File: config.mk
export PLATFORM = sky130hd
export DESIGN_NAME = snpc_port_network
export DESIGN_NICKNAME = d
export VERILOG_FILES = /design/src/inc/snpc_pkg.sv /design/src/design/snpc_fifo.sv /design/src/design/snpc_port_network.sv
export SDC_FILE = /design/constraint.sdc
export NUM_CORES = 1
export LEC_CHECK = 0
export BUFFER_PORTS_ARGS = -buffer_cell sky130_fd_sc_hd__buf_2
export CORE_MARGIN = 4
export CORE_UTILIZATION = 64
export CTS_CLUSTER_DIAMETER = 100
export DETAILED_ROUTE_END_ITERATION = 8
export GPL_ROUTABILITY_DRIVEN = 0
export PLACE_DENSITY = 0.91
export SETUP_SLACK_MARGIN = 0.05
export SKIP_LAST_GASP = 1
export SLEW_MARGIN = 20
export SYNTH_ARGS = -nofsm -noshare
export SYNTH_HDL_FRONTEND = slang
export SYNTH_SLANG_ARGS = --single-unit
File: constraint.sdc
create_clock -name CLK -period 5.5 [get_ports CLK]
set_input_delay 1.1 -clock CLK [delete_from_list [all_inputs] [get_ports CLK]]
set_output_delay 1.1 -clock CLK [all_outputs]
set_load 0.03 [all_outputs]
File: src/inc/snpc_pkg.sv
// package for the scan port network configuration block
// assumes one backplane test clock drives all logic that includes it
package snpc_pkg;

	// ------------------------------------------------------------
	// sizes
	// ------------------------------------------------------------
	localparam int PORT_COUNT = 3;
	localparam int FIFO_DEPTH = 16;

	// ------------------------------------------------------------
	// reset values and field positions
	// ------------------------------------------------------------
	localparam logic [7:0] MODE_ZERO_RESET = 8'h01;
	localparam logic [7:0] MODE_ONE_RESET = 8'h00;
	localparam logic [1:0] GROUP_RESET = 2'h0;
	localparam logic [7:0] GROUP_BASE_ADDR = 8'h3c;
	localparam logic [7:0] GROUP_ADDR_MASK = 8'hfc;
	localparam int MODE_PORT_LSB = 0;
	localparam int MODE_CLK_STOP_BIT = 3;
	localparam int MODE_LOOPBACK_BIT = 4;
	localparam int MODE_STATUS_BIT = 7;
	// writable bits of the first mode register on three-port silicon
	localparam logic [7:0] MODE_ZERO_WMASK = 8'h1f;
	// writable bits of the second mode register (none used here)
	localparam logic [7:0] MODE_ONE_WMASK = 8'hff;

	// ------------------------------------------------------------
	// counts of backplane clock cycles
	// ------------------------------------------------------------
	localparam logic [9:0] RESET_PARK_CYCLES = 10'd512;

	// ------------------------------------------------------------
	// types
	// ------------------------------------------------------------
	typedef enum logic [1:0] {
		SNPC_UNPARKED,
		SNPC_PARKED_IN_RESET,
		SNPC_PARKED_IN_IDLE,
		SNPC_PARKED_IN_PAUSE
	} snpc_park_type;

	// data-register phase strobes from the test controller
	typedef struct packed {
		logic capture;
		logic shift;
		logic update;
	} snpc_dr_type;

	// decoded data-register selects
	typedef struct packed {
		logic mode_select_instr;
		logic mode_one_select;
		logic group_select;
	} snpc_instr_type;

	// one routing change handed to the local port sequencer
	typedef struct packed {
		snpc_park_type park;
		logic [PORT_COUNT-1:0] ports;
	} snpc_route_type;

endpackage

File: src/design/snpc_fifo.sv
// small first-word-fall-through fifo with a registered read port
// assumes producer and consumer share the clock of the instance
`timescale 1ns/1ps
`default_nettype none
module snpc_fifo #(
	parameter int WIDTH = 8,
	parameter int DEPTH = 16
) (
	// clock and reset
	input wire logic clk,
	input wire logic reset,
	// filling side
	input wire logic in_valid,
	output logic in_ready,
	input wire logic [WIDTH-1:0] in_data,
	// draining side
	output logic out_valid,
	input wire logic out_ready,
	output logic [WIDTH-1:0] out_data
);
	localparam int AW = $clog2(DEPTH);

	logic [WIDTH-1:0] mem [DEPTH];
	logic [AW-1:0] wr_ptr;
	logic [AW-1:0] rd_ptr;
	logic [AW:0] count;
	logic push;
	logic pop;

	// the registered output stage holds one word beyond the array, so DEPTH+1 fit
	assign in_ready = count < (AW+1)'(DEPTH);
	assign push = in_valid && in_ready;
	assign pop = (count != '0) && (!out_valid || out_ready);

	// storage array, no reset needed on data
	always_ff @(posedge clk) begin
		if (push) begin
			mem[wr_ptr] <= in_data;
		end
	end

	// pointers and fill level
	always_ff @(posedge clk or posedge reset) begin
		if (reset) begin
			wr_ptr <= '0;
			rd_ptr <= '0;
			count <= '0;
		end else begin
			if (push) begin
				wr_ptr <= wr_ptr + AW'(1);
			end
			if (pop) begin
				rd_ptr <= rd_ptr + AW'(1);
			end
			count <= count + (AW+1)'(push) - (AW+1)'(pop);
		end
	end

	// registered head word
	always_ff @(posedge clk or posedge reset) begin
		if (reset) begin
			out_valid <= 1'b0;
			out_data <= '0;
		end else if (pop) begin
			out_valid <= 1'b1;
			out_data <= mem[rd_ptr];
		end else if (out_ready) begin
			out_valid <= 1'b0;
		end
	end
endmodule // snpc_fifo
`default_nettype wire

File: src/design/snpc_port_network.sv
// local scan port network configuration: group register, mode registers,
// chain routing, local clock gating and counter status
// assumes a test controller on CLK that supplies phase strobes and decodes
//
// Contract
// - group codes map to addresses 3C to 3F
// - select only on matching group address
// - mode register zero loads 01 on reset
// - bits 0-2 add ports ascending, padded
// - unpark applies mode port selection
// - parked or none set: register only
// - bit 3 stops idle/pause parked clocks
// - reset-parked clocks stop after 512 pulses
// - bit 7 read-only counter terminal status
// - bit 7 cleared on counter load
// - bits 5 and 6 unused here
// - second mode register resets zero, unused
// - group register resets to 00
// - terminal count holds parked clocks low
// - mode select puts mode register in chain
`timescale 1ns/1ps
`default_nettype none
module snpc_port_network (
	// clock and reset
	input wire logic CLK,
	input wire logic RESET,
	// test controller
	input wire logic TLR,
	input wire snpc_pkg::snpc_dr_type DR,
	input wire snpc_pkg::snpc_instr_type INSTR,
	input wire logic UNPARK,
	input wire logic PARK,
	input wire snpc_pkg::snpc_park_type PARK_KIND,
	// tck counter
	input wire logic COUNTER_LOAD,
	input wire logic COUNTER_ON,
	input wire logic COUNTER_ZERO,
	// addressing
	input wire logic ADDR_CHECK,
	input wire logic [7:0] ADDR,
	output logic SELECTED,
	// scan data
	input wire logic TDI_B,
	input wire logic REG_TDO,
	input wire logic [snpc_pkg::PORT_COUNT-1:0] PORT_TDI,
	output logic [snpc_pkg::PORT_COUNT-1:0] PORT_TDO,
	output logic TDO_B,
	// local clocks and status
	output logic [snpc_pkg::PORT_COUNT-1:0] PORT_CLK_EN,
	output logic [7:0] MODE_ZERO,
	output logic ROUTE_BUSY,
	// routing stream to the local port sequencer
	output logic ROUTE_VALID,
	input wire logic ROUTE_READY,
	output snpc_pkg::snpc_route_type ROUTE_DATA
);
	import snpc_pkg::*;

	// ------------------------------------------------------------
	// declarations
	// ------------------------------------------------------------
	logic [7:0] mode_reg_zero;
	logic [7:0] mode_reg_one;
	logic [1:0] group_select_register;
	logic counter_status;
	logic [7:0] shift_reg;
	snpc_park_type park_state;
	logic [PORT_COUNT-1:0] active_ports;
	logic [PORT_COUNT-1:0] eff_ports;
	logic [9:0] reset_count;
	logic [9:0] next_reset_count;
	logic [PORT_COUNT-1:0] pad;
	logic [PORT_COUNT:0] chain;
	logic counter_gate;
	logic any_sel;
	logic fifo_ready;
	logic route_push;
	snpc_route_type next_route;
	logic park_take;
	logic unpark_take;

	// group address for a group code
	function automatic logic [7:0] group_address(input logic [1:0] code);
		group_address = GROUP_BASE_ADDR | {6'h00, code};
	endfunction

	assign any_sel = INSTR.mode_select_instr || INSTR.mode_one_select || INSTR.group_select;
	assign counter_gate = COUNTER_ON && COUNTER_ZERO;

	// ------------------------------------------------------------
	// data register shifter
	// ------------------------------------------------------------
	// one shifter serves all three registers; only one is selected at a time
	always_ff @(posedge CLK or posedge RESET) begin
		if (RESET) begin
			shift_reg <= '0;
		end else if (DR.capture && INSTR.mode_select_instr) begin
			shift_reg <= MODE_ZERO;
		end else if (DR.capture && INSTR.mode_one_select) begin
			shift_reg <= mode_reg_one;
		end else if (DR.capture && INSTR.group_select) begin
			shift_reg <= {6'h00, group_select_register};
		end else if (DR.shift && INSTR.group_select) begin
			shift_reg <= {6'h00, TDI_B, shift_reg[1]};
		end else if (DR.shift && any_sel) begin
			shift_reg <= {TDI_B, shift_reg[7:1]};
		end
	end

	// ------------------------------------------------------------
	// configuration registers
	// ------------------------------------------------------------
	// test-logic-reset wins over a coincident update
	always_ff @(posedge CLK or posedge RESET) begin
		if (RESET) begin
			mode_reg_zero <= MODE_ZERO_RESET;
		end else if (TLR) begin
			mode_reg_zero <= MODE_ZERO_RESET;
		end else if (DR.update && INSTR.mode_select_instr) begin
			mode_reg_zero <= shift_reg & MODE_ZERO_WMASK;
		end
	end

	// second mode register kept for the map; it steers nothing on three ports
	always_ff @(posedge CLK or posedge RESET) begin
		if (RESET) begin
			mode_reg_one <= MODE_ONE_RESET;
		end else if (TLR) begin
			mode_reg_one <= MODE_ONE_RESET;
		end else if (DR.update && INSTR.mode_one_select) begin
			mode_reg_one <= shift_reg & MODE_ONE_WMASK;
		end
	end

	// group register
	always_ff @(posedge CLK or posedge RESET) begin
		if (RESET) begin
			group_select_register <= GROUP_RESET;
		end else if (TLR) begin
			group_select_register <= GROUP_RESET;
		end else if (DR.update && INSTR.group_select) begin
			group_select_register <= shift_reg[1:0];
		end
	end

	// counter status: a set in the same cycle as a load wins
	always_ff @(posedge CLK or posedge RESET) begin
		if (RESET) begin
			counter_status <= 1'b0;
		end else if (counter_gate) begin
			counter_status <= 1'b1;
		end else if (COUNTER_LOAD) begin
			counter_status <= 1'b0;
		end
	end

	// read view: status in bit 7, stored bits below
	assign MODE_ZERO = {counter_status, mode_reg_zero[6:0]};

	// ------------------------------------------------------------
	// group addressing
	// ------------------------------------------------------------
	// individual and broadcast addresses are decoded elsewhere
	always_ff @(posedge CLK or posedge RESET) begin
		if (RESET) begin
			SELECTED <= 1'b0;
		end else if (TLR) begin
			SELECTED <= 1'b0;
		end else if (ADDR_CHECK && (ADDR & GROUP_ADDR_MASK) == GROUP_BASE_ADDR) begin
			SELECTED <= (ADDR == group_address(group_select_register));
		end
	end

	// ------------------------------------------------------------
	// park state and applied routing
	// ------------------------------------------------------------
	// a full routing queue refuses park changes so the sequencer never misses one
	assign park_take = PARK && fifo_ready && !TLR;
	assign unpark_take = UNPARK && fifo_ready && !TLR && !PARK;
	assign ROUTE_BUSY = !fifo_ready;

	always_ff @(posedge CLK or posedge RESET) begin
		if (RESET) begin
			park_state <= SNPC_PARKED_IN_RESET;
			active_ports <= '0;
		end else if (TLR) begin
			park_state <= SNPC_PARKED_IN_RESET;
			active_ports <= '0;
		end else if (park_take) begin
			park_state <= PARK_KIND;
			active_ports <= '0;
		end else if (unpark_take) begin
			park_state <= SNPC_UNPARKED;
			active_ports <= mode_reg_zero[MODE_PORT_LSB +: PORT_COUNT];
		end
	end

	// parked network or empty selection leaves only the register
	assign eff_ports = (park_state == SNPC_UNPARKED) ? active_ports : '0;

	// ------------------------------------------------------------
	// scan chain
	// ------------------------------------------------------------
	assign chain[0] = any_sel ? shift_reg[0] : REG_TDO;

	// each included port in ascending order, then its pad stage
	generate
		for (genvar i = 0; i < PORT_COUNT; i++) begin : g_port
			always_ff @(posedge CLK or posedge RESET) begin
				if (RESET) begin
					pad[i] <= 1'b0;
				end else begin
					pad[i] <= PORT_TDI[i];
				end
			end
			assign PORT_TDO[i] = chain[i];
			assign chain[i+1] = eff_ports[i] ? pad[i] : chain[i];
		end
	endgenerate

	assign TDO_B = chain[PORT_COUNT];

	// ------------------------------------------------------------
	// local clock gating
	// ------------------------------------------------------------
	// counts backplane pulses since entry into the reset park, saturating
	always_comb begin
		next_reset_count = reset_count;
		if (park_state != SNPC_PARKED_IN_RESET || TLR) begin
			next_reset_count = '0;
		end else if (reset_count < RESET_PARK_CYCLES) begin
			next_reset_count = reset_count + 10'd1;
		end
	end

	always_ff @(posedge CLK or posedge RESET) begin
		if (RESET) begin
			reset_count <= '0;
		end else begin
			reset_count <= next_reset_count;
		end
	end

	// enables are registered so the local clock gate sees a clean level
	generate
		for (genvar i = 0; i < PORT_COUNT; i++) begin : g_clk
			always_ff @(posedge CLK or posedge RESET) begin
				if (RESET) begin
					PORT_CLK_EN[i] <= 1'b1;
				end else if (eff_ports[i]) begin
					PORT_CLK_EN[i] <= 1'b1;
				end else if (counter_gate) begin
					PORT_CLK_EN[i] <= 1'b0;
				end else if (park_state == SNPC_PARKED_IN_RESET) begin
					PORT_CLK_EN[i] <= next_reset_count < RESET_PARK_CYCLES;
				end else begin
					PORT_CLK_EN[i] <= !mode_reg_zero[MODE_CLK_STOP_BIT];
				end
			end
		end
	endgenerate

	// ------------------------------------------------------------
	// routing stream
	// ------------------------------------------------------------
	assign route_push = park_take || unpark_take;
	assign next_route.park = unpark_take ? SNPC_UNPARKED : PARK_KIND;
	assign next_route.ports = unpark_take ? mode_reg_zero[MODE_PORT_LSB +: PORT_COUNT] : '0;

	snpc_fifo #(
		.WIDTH($bits(snpc_route_type)),
		.DEPTH(FIFO_DEPTH)
	) u_route_fifo (
		.clk(CLK),
		.reset(RESET),
		.in_valid(route_push),
		.in_ready(fifo_ready),
		.in_data(next_route),
		.out_valid(ROUTE_VALID),
		.out_ready(ROUTE_READY),
		.out_data(ROUTE_DATA)
	);
endmodule // snpc_port_network
`default_nettype wire

==> results of run 1 <==
-- through the flow --
stage	cells	worst slack (ps)	hold WS, ps	area [µm²]	utilization [%]
global placement	632	1770	505	6730	68.9
finish	664	1730	522	7300	74.7
CTS	664	1740	524	7300	74.7
floorplan	469	1810	465	6420	-
global route	664	1640	547	7300	74.7
detailed placement	632	1750	516	6730	68.9
-- final cells by class --
type,instances,area (µm²),share of cell area (%)
clock buffers,19,422,5.77
clock inverters,13,144,1.97
inverters,17,63.8,0.874
multi-input cells,284,2200,30.2
flip-flops and latches,145,4040,55.2
well taps,133,166,2.28
repair buffers,53,270,3.70
-- logic make-up (layout without fill, tap and decap cells) --
logic type                 Yosys count  in the layout  synth area share (%)
DFF                                145            145                  62.9
and+or+nand+nor                    138            138                  11.6
AOI/OAI and AO/OA                   79             79                  7.65
buffers and inverters               40            102                  2.85
muxes                               33             33                  9.68
xor gates and xnor gates            19             19                  2.60
adders and majority gates           13             13                  2.65
other                                1              2                0.0585
-- power by group through the flow --
stage          Sequential, µW  Clock, µW  Combinational, µW
2_1_floorplan            1420          0                609
3_3_place_gp             1440          0                728
3_5_place_dp             1460          0                771
4_1_cts                  1440       1110                787
5_1_grt                  1460       1160                850
6_report                 1440       1090                784
-- cell usage after synthesis, types with 6 or more instances --
library cell and number:
a21oi_1 33, a22oi_1 6, and2_1 15, and4_1 6, clkbuf_1 11, dfrtp_1 60, edfxtp_1 80, ha_1 12
inv_1 17, mux2i_1 8, mux4_1 8, mux4_2 12, nand2_1 40, nand3_1 14, nor2_1 24, nor2b_1 9
o21ai_0 12, xnor2_1 9, xor2_1 10
-- layer usage --
layer	GRT usage [%]	up-vias	wire length (µm)
met2	42.1	162	6840
met3	6.81	31	828
met5	0	-	0
met1	29.7	2003	5000
met4	9.74	0	291
li1	-	1835	-
-- worst max-delay path, stage by stage --
cell    delay (ps)
buf_2          220
nor3_2         300
mux2_2         410
o21a_1         200
mux2_2         250
buf_2          170
-- worst paths after layout --
check                                 startpoint               endpoint  slack [ps]
setup reg to reg           u_route_fifo.count[2]  u_route_fifo.count[4]        2690
max in group asynchronous                  RESET        mode_reg_one[4]        4150
hold reg to reg                  mode_reg_one[7]        mode_reg_one[7]         520
setup / recovery                        INSTR[1]                  TDO_B        1730
min in group asynchronous                  RESET         reset_count[4]         810
hold / removal                   mode_reg_one[7]        mode_reg_one[7]         520
==> flow_summary.toml, run 1 <==
[finish]
largest_register_ffs = 80
nFillCells = 593
syn2layout_area_growth_pct = 13.9
reg_top3 = "u_route_fifo.mem (80), reset_count (10)"
drive_gt1_share_pct = 20.5
antenna_cells_inserted = 0
final_nets = 562
top_register = "u_route_fifo.mem"
mostFrequentLayoutCell = "edfxtp_1"
mostFrequentLayoutCells = "edfxtp_1 (80), dfrtp_1 (60), buf_2 (51)"

[logic_synthesis]
ys.warnings.count = 0
synth_edf_count = 80
yosysUniqueCellTypes = 59
ys_ff_latch = 145
synthArstFlopShare_pct = 44.8
yosys-top-cells-area = "edfxtp_1 (37%), dfrtp_1 (23%), mux4_2 (4.2%)"
synth_flop_cell = "edfxtp_1"
avgSynthCellArea_um2 = 13.7
yosysTopAreaCellShare_pct = 37.5
synthCells = 468
yosysSeqAreaShare_pct = 62.9
synth_area_um2 = 6410
yosysTopAreaCell = "edfxtp_1"

[timing]
grt_setup_unrepaired = "false"
timing.final.crit_share_pct = 68.5
final.setup.tns_ps = 0
period_minus_slack_ps = 3770
final_hold_viol_count = 0
finalSetupViolations = 0
worstMarginPinSlew_ps = 905
clock_skew_ps = 9.01
clock.fmax_mhz = 265
drv_slew = 0
slew_headroom_pct = 39.6

[worst_hold_path]
hold_path_depth = 2
hold_path_class = "reg2reg"

[floorplan]
initial_core_util_pct = 65.6
fp.dieW_um = 108
coreArea_um2 = 9770
ios = 54
rows = 36
die_area_um2 = 11700
fp.dieH_um = 108

[clocking]
cts_buffers = 17
ctsRootBufferMaster = "clkbuf_8"
h-tree-depth = 4
cts_tree = "yes"
cts.hold.buffers_added = 0
clk_pin_slew_worst_paths_ps = 60
clock_sinks = 145
insertion_delay_ps = 530
clockBufferDepth = 2
cts_resized = 0
post_cts_buffers = 0

[global_route]
grt_pass1_vias = 4114
grt_first_pass_wirelength_um = 21400
grt_use_total_pct = 24.5
grt_max_degree = 66
antenna_found_initial = 0
overflow = 0

[critical_path]
cp.arrival_ps = 2670
crit_fanout = 21
critPathKind = "in2out"
r2r_cells = 13
startpoint_type = "input pin"
end_kind = "output port"
cp_data_required_time_ps = 4400

[detailed_routing]
drtIter0Drc = 335
drc_errors = 0
dr.pass1.iters = 4
post_drt_wl_per_cell_um = 19.5
postRouteAntennaNets = 0
viasPerCell = 6.07
routed_wl_um = 13000
routed-via-count = 4031

[pwr]
power_frac_seq_pct = 43.4
clockPowerShare_pct = 33.0
peakVddDrop_uv = 458
p_leak_uw = 0.00293
combinationalPowerShare_pct = 23.6
power.total_uw = 3320
p_sw_uw = 999
p_per_area_nw_per_um2 = 454
internal-power_uw = 2320
p_sw_share_pct = 30.1

[placed_design]
port-buffer-count = 51
hpwl_um = 8490

[flow_run]
maxCapViolations = 0

[status]
status = "finished clean"
(Power assumes the default switching activity.)
==> inputs of run 2 (changes only) <==
- CORE_UTILIZATION: 64 -> 54
- PLACE_DENSITY: 0.91 -> 0.82
- clock period: 5.5 -> 3.2 ns (I/O delays scaled with it)
==> run 2 against run 1 <==
Net effect:
- die area increased by 17%
- non-clock buffer count increased by 8
- global-route usage decreased by 3.4 points
- flip-flop and latch count unchanged
- final cell count increased by 2.7%
- clock power increased by 87%
- power increased by 77%
- sequential power increased by 69%
- cell area increased by 1.6%
==> flow_summary.toml, run 2 (same netlist as run 1, synthesis figures left out) <==
[detailed_routing]
post_drt_wl_per_cell_um = 19.1
drc_errors = 0
drtIter0Drc = 341
viasPerCell = 5.91
postRouteAntennaNets = 0
routed-via-count = 4028
routed_wl_um = 13000
dr.pass1.iters = 8

[global_route]
overflow = 0
grt_first_pass_wirelength_um = 21800
grt_max_degree = 27
grt_use_total_pct = 21.2
antenna_found_initial = 0
grt_pass1_vias = 4277

[timing]
slew_headroom_pct = 34.9
clock_skew_ps = 7.44
final_hold_viol_count = 0
fin_ws_ps = 391
drv_slew = 0
final.setup.tns_ps = 0
timing.final.crit_share_pct = 87.8
worstMarginPinSlew_ps = 977
finalSetupViolations = 0
grt_setup_unrepaired = "false"
period_minus_slack_ps = 2810
clock.fmax_mhz = 356
hold-worst-slack_ps = 268

[critical_path]
crit_fanout = 6
cp_data_required_time_ps = 2560
cp_cell_sequence = "or3b_1, o32a_1, o21a_1, mux2_2, buf_2"
end_kind = "output port"
critPathKind = "reg2out"
crit_path_max_incr_delay_ps = 450
startpoint_type = "flop"
r2r_slack_ps = 450
cp.arrival_ps = 2170
cpMaxStageDelayCell = "or3b_1"

[clocking]
h-tree-depth = 4
cts_tree = "yes"
cts_resized = 0
cts.hold.buffers_added = 0
clockBufferDepth = 2
clock_sinks = 145
clk_pin_slew_worst_paths_ps = 60
insertion_delay_ps = 420
ctsRootBufferMaster = "clkbuf_16"
post_cts_buffers = 0
cts_buffers = 17

[pwr]
p_leak_uw = 0.00298
peakVddDrop_uv = 393
p_per_area_nw_per_um2 = 790

[finish]
mostFrequentLayoutCells = "edfxtp_1 (80), dfrtp_1 (60), buf_2 (51)"
final_nets = 570
nFillCells = 821
mostFrequentLayoutCell = "edfxtp_1"
syn2layout_area_growth_pct = 15.8
largest_register_ffs = 80
reg_top3 = "u_route_fifo.mem (80), reset_count (10)"
drive_gt1_share_pct = 21.9
antenna_cells_inserted = 0
top_register = "u_route_fifo.mem"

[placed_design]
place_ws_ps = 379
port-buffer-count = 51
hpwl_um = 8710

[floorplan]
fp.dieH_um = 117
fp.dieW_um = 117
ios = 54
coreArea_um2 = 11500
die_area_um2 = 13700
initial_core_util_pct = 55.7
rows = 39

[status]
status = "finished clean"

[worst_hold_path]
hold_path_class = "in2async"

[flow_run]
maxCapViolations = 0
run 2: metal layers:
metal  track usage, %  part of all wire [%]  vias to the layer above
met4             7.26                   1.9                        0
met3             5.24                   5.8                       25
met2             36.7                    52                      146
met1             26.1                    40                     2011
met5                0                     0                        -
li1                 -                     -                     1846
run 2: final timing paths:
kind,start,end,cells after the start
max,park_state[1],TDO_B,5
min,RESET,pad[1],2
max reg2reg,u_route_fifo.count[3],u_route_fifo.count[4],13
min reg2reg,mode_reg_one[1],mode_reg_one[1],2
max in group asynchronous,RESET,mode_reg_zero[0],3
min in group CLK,PORT_TDI[2],pad[2],1
run 2: worst max-delay path: cells and delay by family, from the launching register on:
kind	cells	cell delay, ps
flops	1	430
simple gates	1	450
mux	1	270
buf+inv	1	180
compound gates	2	420
run 2: layout make-up:
type	instances	area [µm²]	area share [%]
timing repair buffer	61	330	4.45
inverter	17	63.8	0.859
clock buffer	19	443	5.97
clock inverter	13	175	2.36
multi-input combinational	284	2200	29.6
tap	143	179	2.41
sequential	145	4040	54.3
run 2: power by group:
part	internal [µW]	switching, µW
Clock	1260	779
Sequential	2190	240
Combinational	640	758
run 2: through the flow:
stage | util (%) | total power (µW) | std cells | cell area, µm²
2_1_floorplan | - | 3480 | 469 | 6420
3_3_place_gp | 59.1 | 3780 | 650 | 6810
3_5_place_dp | 59.1 | 3860 | 650 | 6810
4_1_cts | 64.5 | 5910 | 682 | 7420
5_1_grt | 64.5 | 6160 | 682 | 7420
6_report | 64.5 | 5870 | 682 | 7420
==> inputs of run 3 (changes only) <==
--- a/constraint.sdc
+++ b/constraint.sdc
@@ -3,2 +3,2 @@
 set_output_delay 0.64 -clock CLK [all_outputs]
-set_load 0.03 [all_outputs]
+set_load 0.02 [all_outputs]
==> run 3 against run 2 <==
Net effect:
- combinational power decreased by 6%
- hold slack gained 53 ps
- maximum frequency is 1.9% lower
- critical path type is now in2out
- largest cell class unchanged
==> flow_summary.toml, run 3 (same netlist as run 1, synthesis figures left out) <==
[timing]
period_minus_slack_ps = 2860
grt_setup_unrepaired = "false"
worstMarginPinSlew_ps = 938
final.setup.tns_ps = 0
drv_slew = 0
final_hold_viol_count = 0
clock_skew_ps = 9.60
finalSetupViolations = 0
timing.final.crit_share_pct = 89.4
slew_headroom_pct = 37.5
clock.fmax_mhz = 349

[flow_run]
maxCapViolations = 0

[finish]
largest_register_ffs = 80
final_nets = 569
top_register = "u_route_fifo.mem"
mostFrequentLayoutCell = "edfxtp_1"
reg_top3 = "u_route_fifo.mem (80), reset_count (10)"
antenna_cells_inserted = 0
fin_util_pct = 63.9
nFillCells = 831
drive_gt1_share_pct = 21.7
syn2layout_area_growth_pct = 14.8
final_area_um2 = 7360
multi_input_area_um2 = 2200
mostFrequentLayoutCells = "edfxtp_1 (80), dfrtp_1 (60), buf_2 (51)"
ff_latch_area_um2 = 4040

[global_route]
grt_max_degree = 33
grt_pass1_vias = 4144
grt_first_pass_wirelength_um = 21200
overflow = 0
grt_use_total_pct = 20.9
antenna_found_initial = 0

[clocking]
clk_pin_slew_worst_paths_ps = 60
ctsRootBufferMaster = "clkbuf_16"
cts_tree = "yes"
cts_resized = 0
insertion_delay_ps = 420
clockBufferDepth = 2
cts_buffers = 17
clock_sinks = 145
post_cts_buffers = 0
h-tree-depth = 4
cts.hold.buffers_added = 0

[critical_path]
r2r_cells = 13
startpoint_type = "input pin"
critPathKind = "in2out"
reg2reg_to = "u_route_fifo.count[4]"
cp_data_required_time_ps = 2560
crit_fanout = 21
r2r-start = "u_route_fifo.count[3]"
r2r_slack_ps = 460
end_kind = "output port"
cp.arrival_ps = 2220

[detailed_routing]
dr.pass1.iters = 4
routed-via-count = 3976
post_drt_wl_per_cell_um = 18.9
routed_wl_um = 12900
viasPerCell = 5.84
drc_errors = 0
drtIter0Drc = 304
postRouteAntennaNets = 0

[floorplan]
die_area_um2 = 13700
coreArea_um2 = 11500
ios = 54
rows = 39
fp.dieW_um = 117
initial_core_util_pct = 55.7
fp.dieH_um = 117

[pwr]
power_frac_seq_pct = 43.7
combinationalPowerShare_pct = 23.1
p_per_area_nw_per_um2 = 768
p_leak_uw = 0.00295
p_sw_share_pct = 30.3
internal-power_uw = 3940
clockPowerShare_pct = 33.2
peakVddDrop_uv = 383
p_sw_uw = 1710

[status]
status = "finished clean"

[worst_hold_path]
hp-start = "PORT_TDI[2]"
hold_path_end = "pad[2]"
hold_path_class = "in2reg"
hold_path_depth = 1

[placed_design]
hpwl_um = 8590
port-buffer-count = 51
dpl_cell_area_um2 = 6800
## run 3: cell type report
class                   count  share of cell area [%]
clock buffers              19                    6.17
clock inverters            13                    1.50
inverters                  17                   0.867
multi-input cells         284                    29.9
flip-flops and latches    145                    54.8
well taps                 143                    2.43
repair buffers             60                    4.38
## run 3: how the worst max path moves through the flow
stage	startpoint	to	slack (ps)
after floorplan	INSTR[2]	TDO_B	550
after global placement	INSTR[1]	TDO_B	400
after detailed placement	INSTR[1]	TDO_B	360
after CTS	INSTR[1]	TDO_B	350
after global routing	INSTR[1]	TDO_B	230
final	INSTR[1]	TDO_B	340
## run 3: power groups by stage
stage                     registers (µW)  logic [µW]  clock network (µW)
after floorplan                     2400        1040                   0
after global routing                2510        1450                1990
final                               2470        1310                1880
after CTS                           2470        1320                1900
after detailed placement            2500        1310                   0
after global placement              2490        1250                   0
## run 3: worst max-delay path, stage by stage
cell and delay, ps:
buf_2 220, nor3_2 310, mux2_2 430, o21a_1 200, mux2_2 250, buf_2 160
## run 3: metal layers
| layer | GRT usage (%) | vias to the layer above | wire (µm) |
|---|---|---|---|
| met1 | 25.4 | 1987 | 5340 |
| met2 | 35.7 | 119 | 6710 |
| met5 | 0 | - | 0 |
| li1 | - | 1846 | - |
| met4 | 8.49 | 0 | 295 |
| met3 | 5.35 | 24 | 542 |
## run 3: stage by stage
stage / power (µW) / instances / hold WS, ps / setup slack [ps]
after detailed placement: 3810 / 649 / 498 / 360
after global placement: 3740 / 649 / 507 / 399
final: 5660 / 681 / 321 / 338
after global routing: 5950 / 681 / 317 / 227
after CTS: 5690 / 681 / 311 / 349
after floorplan: 3440 / 469 / 465 / 547
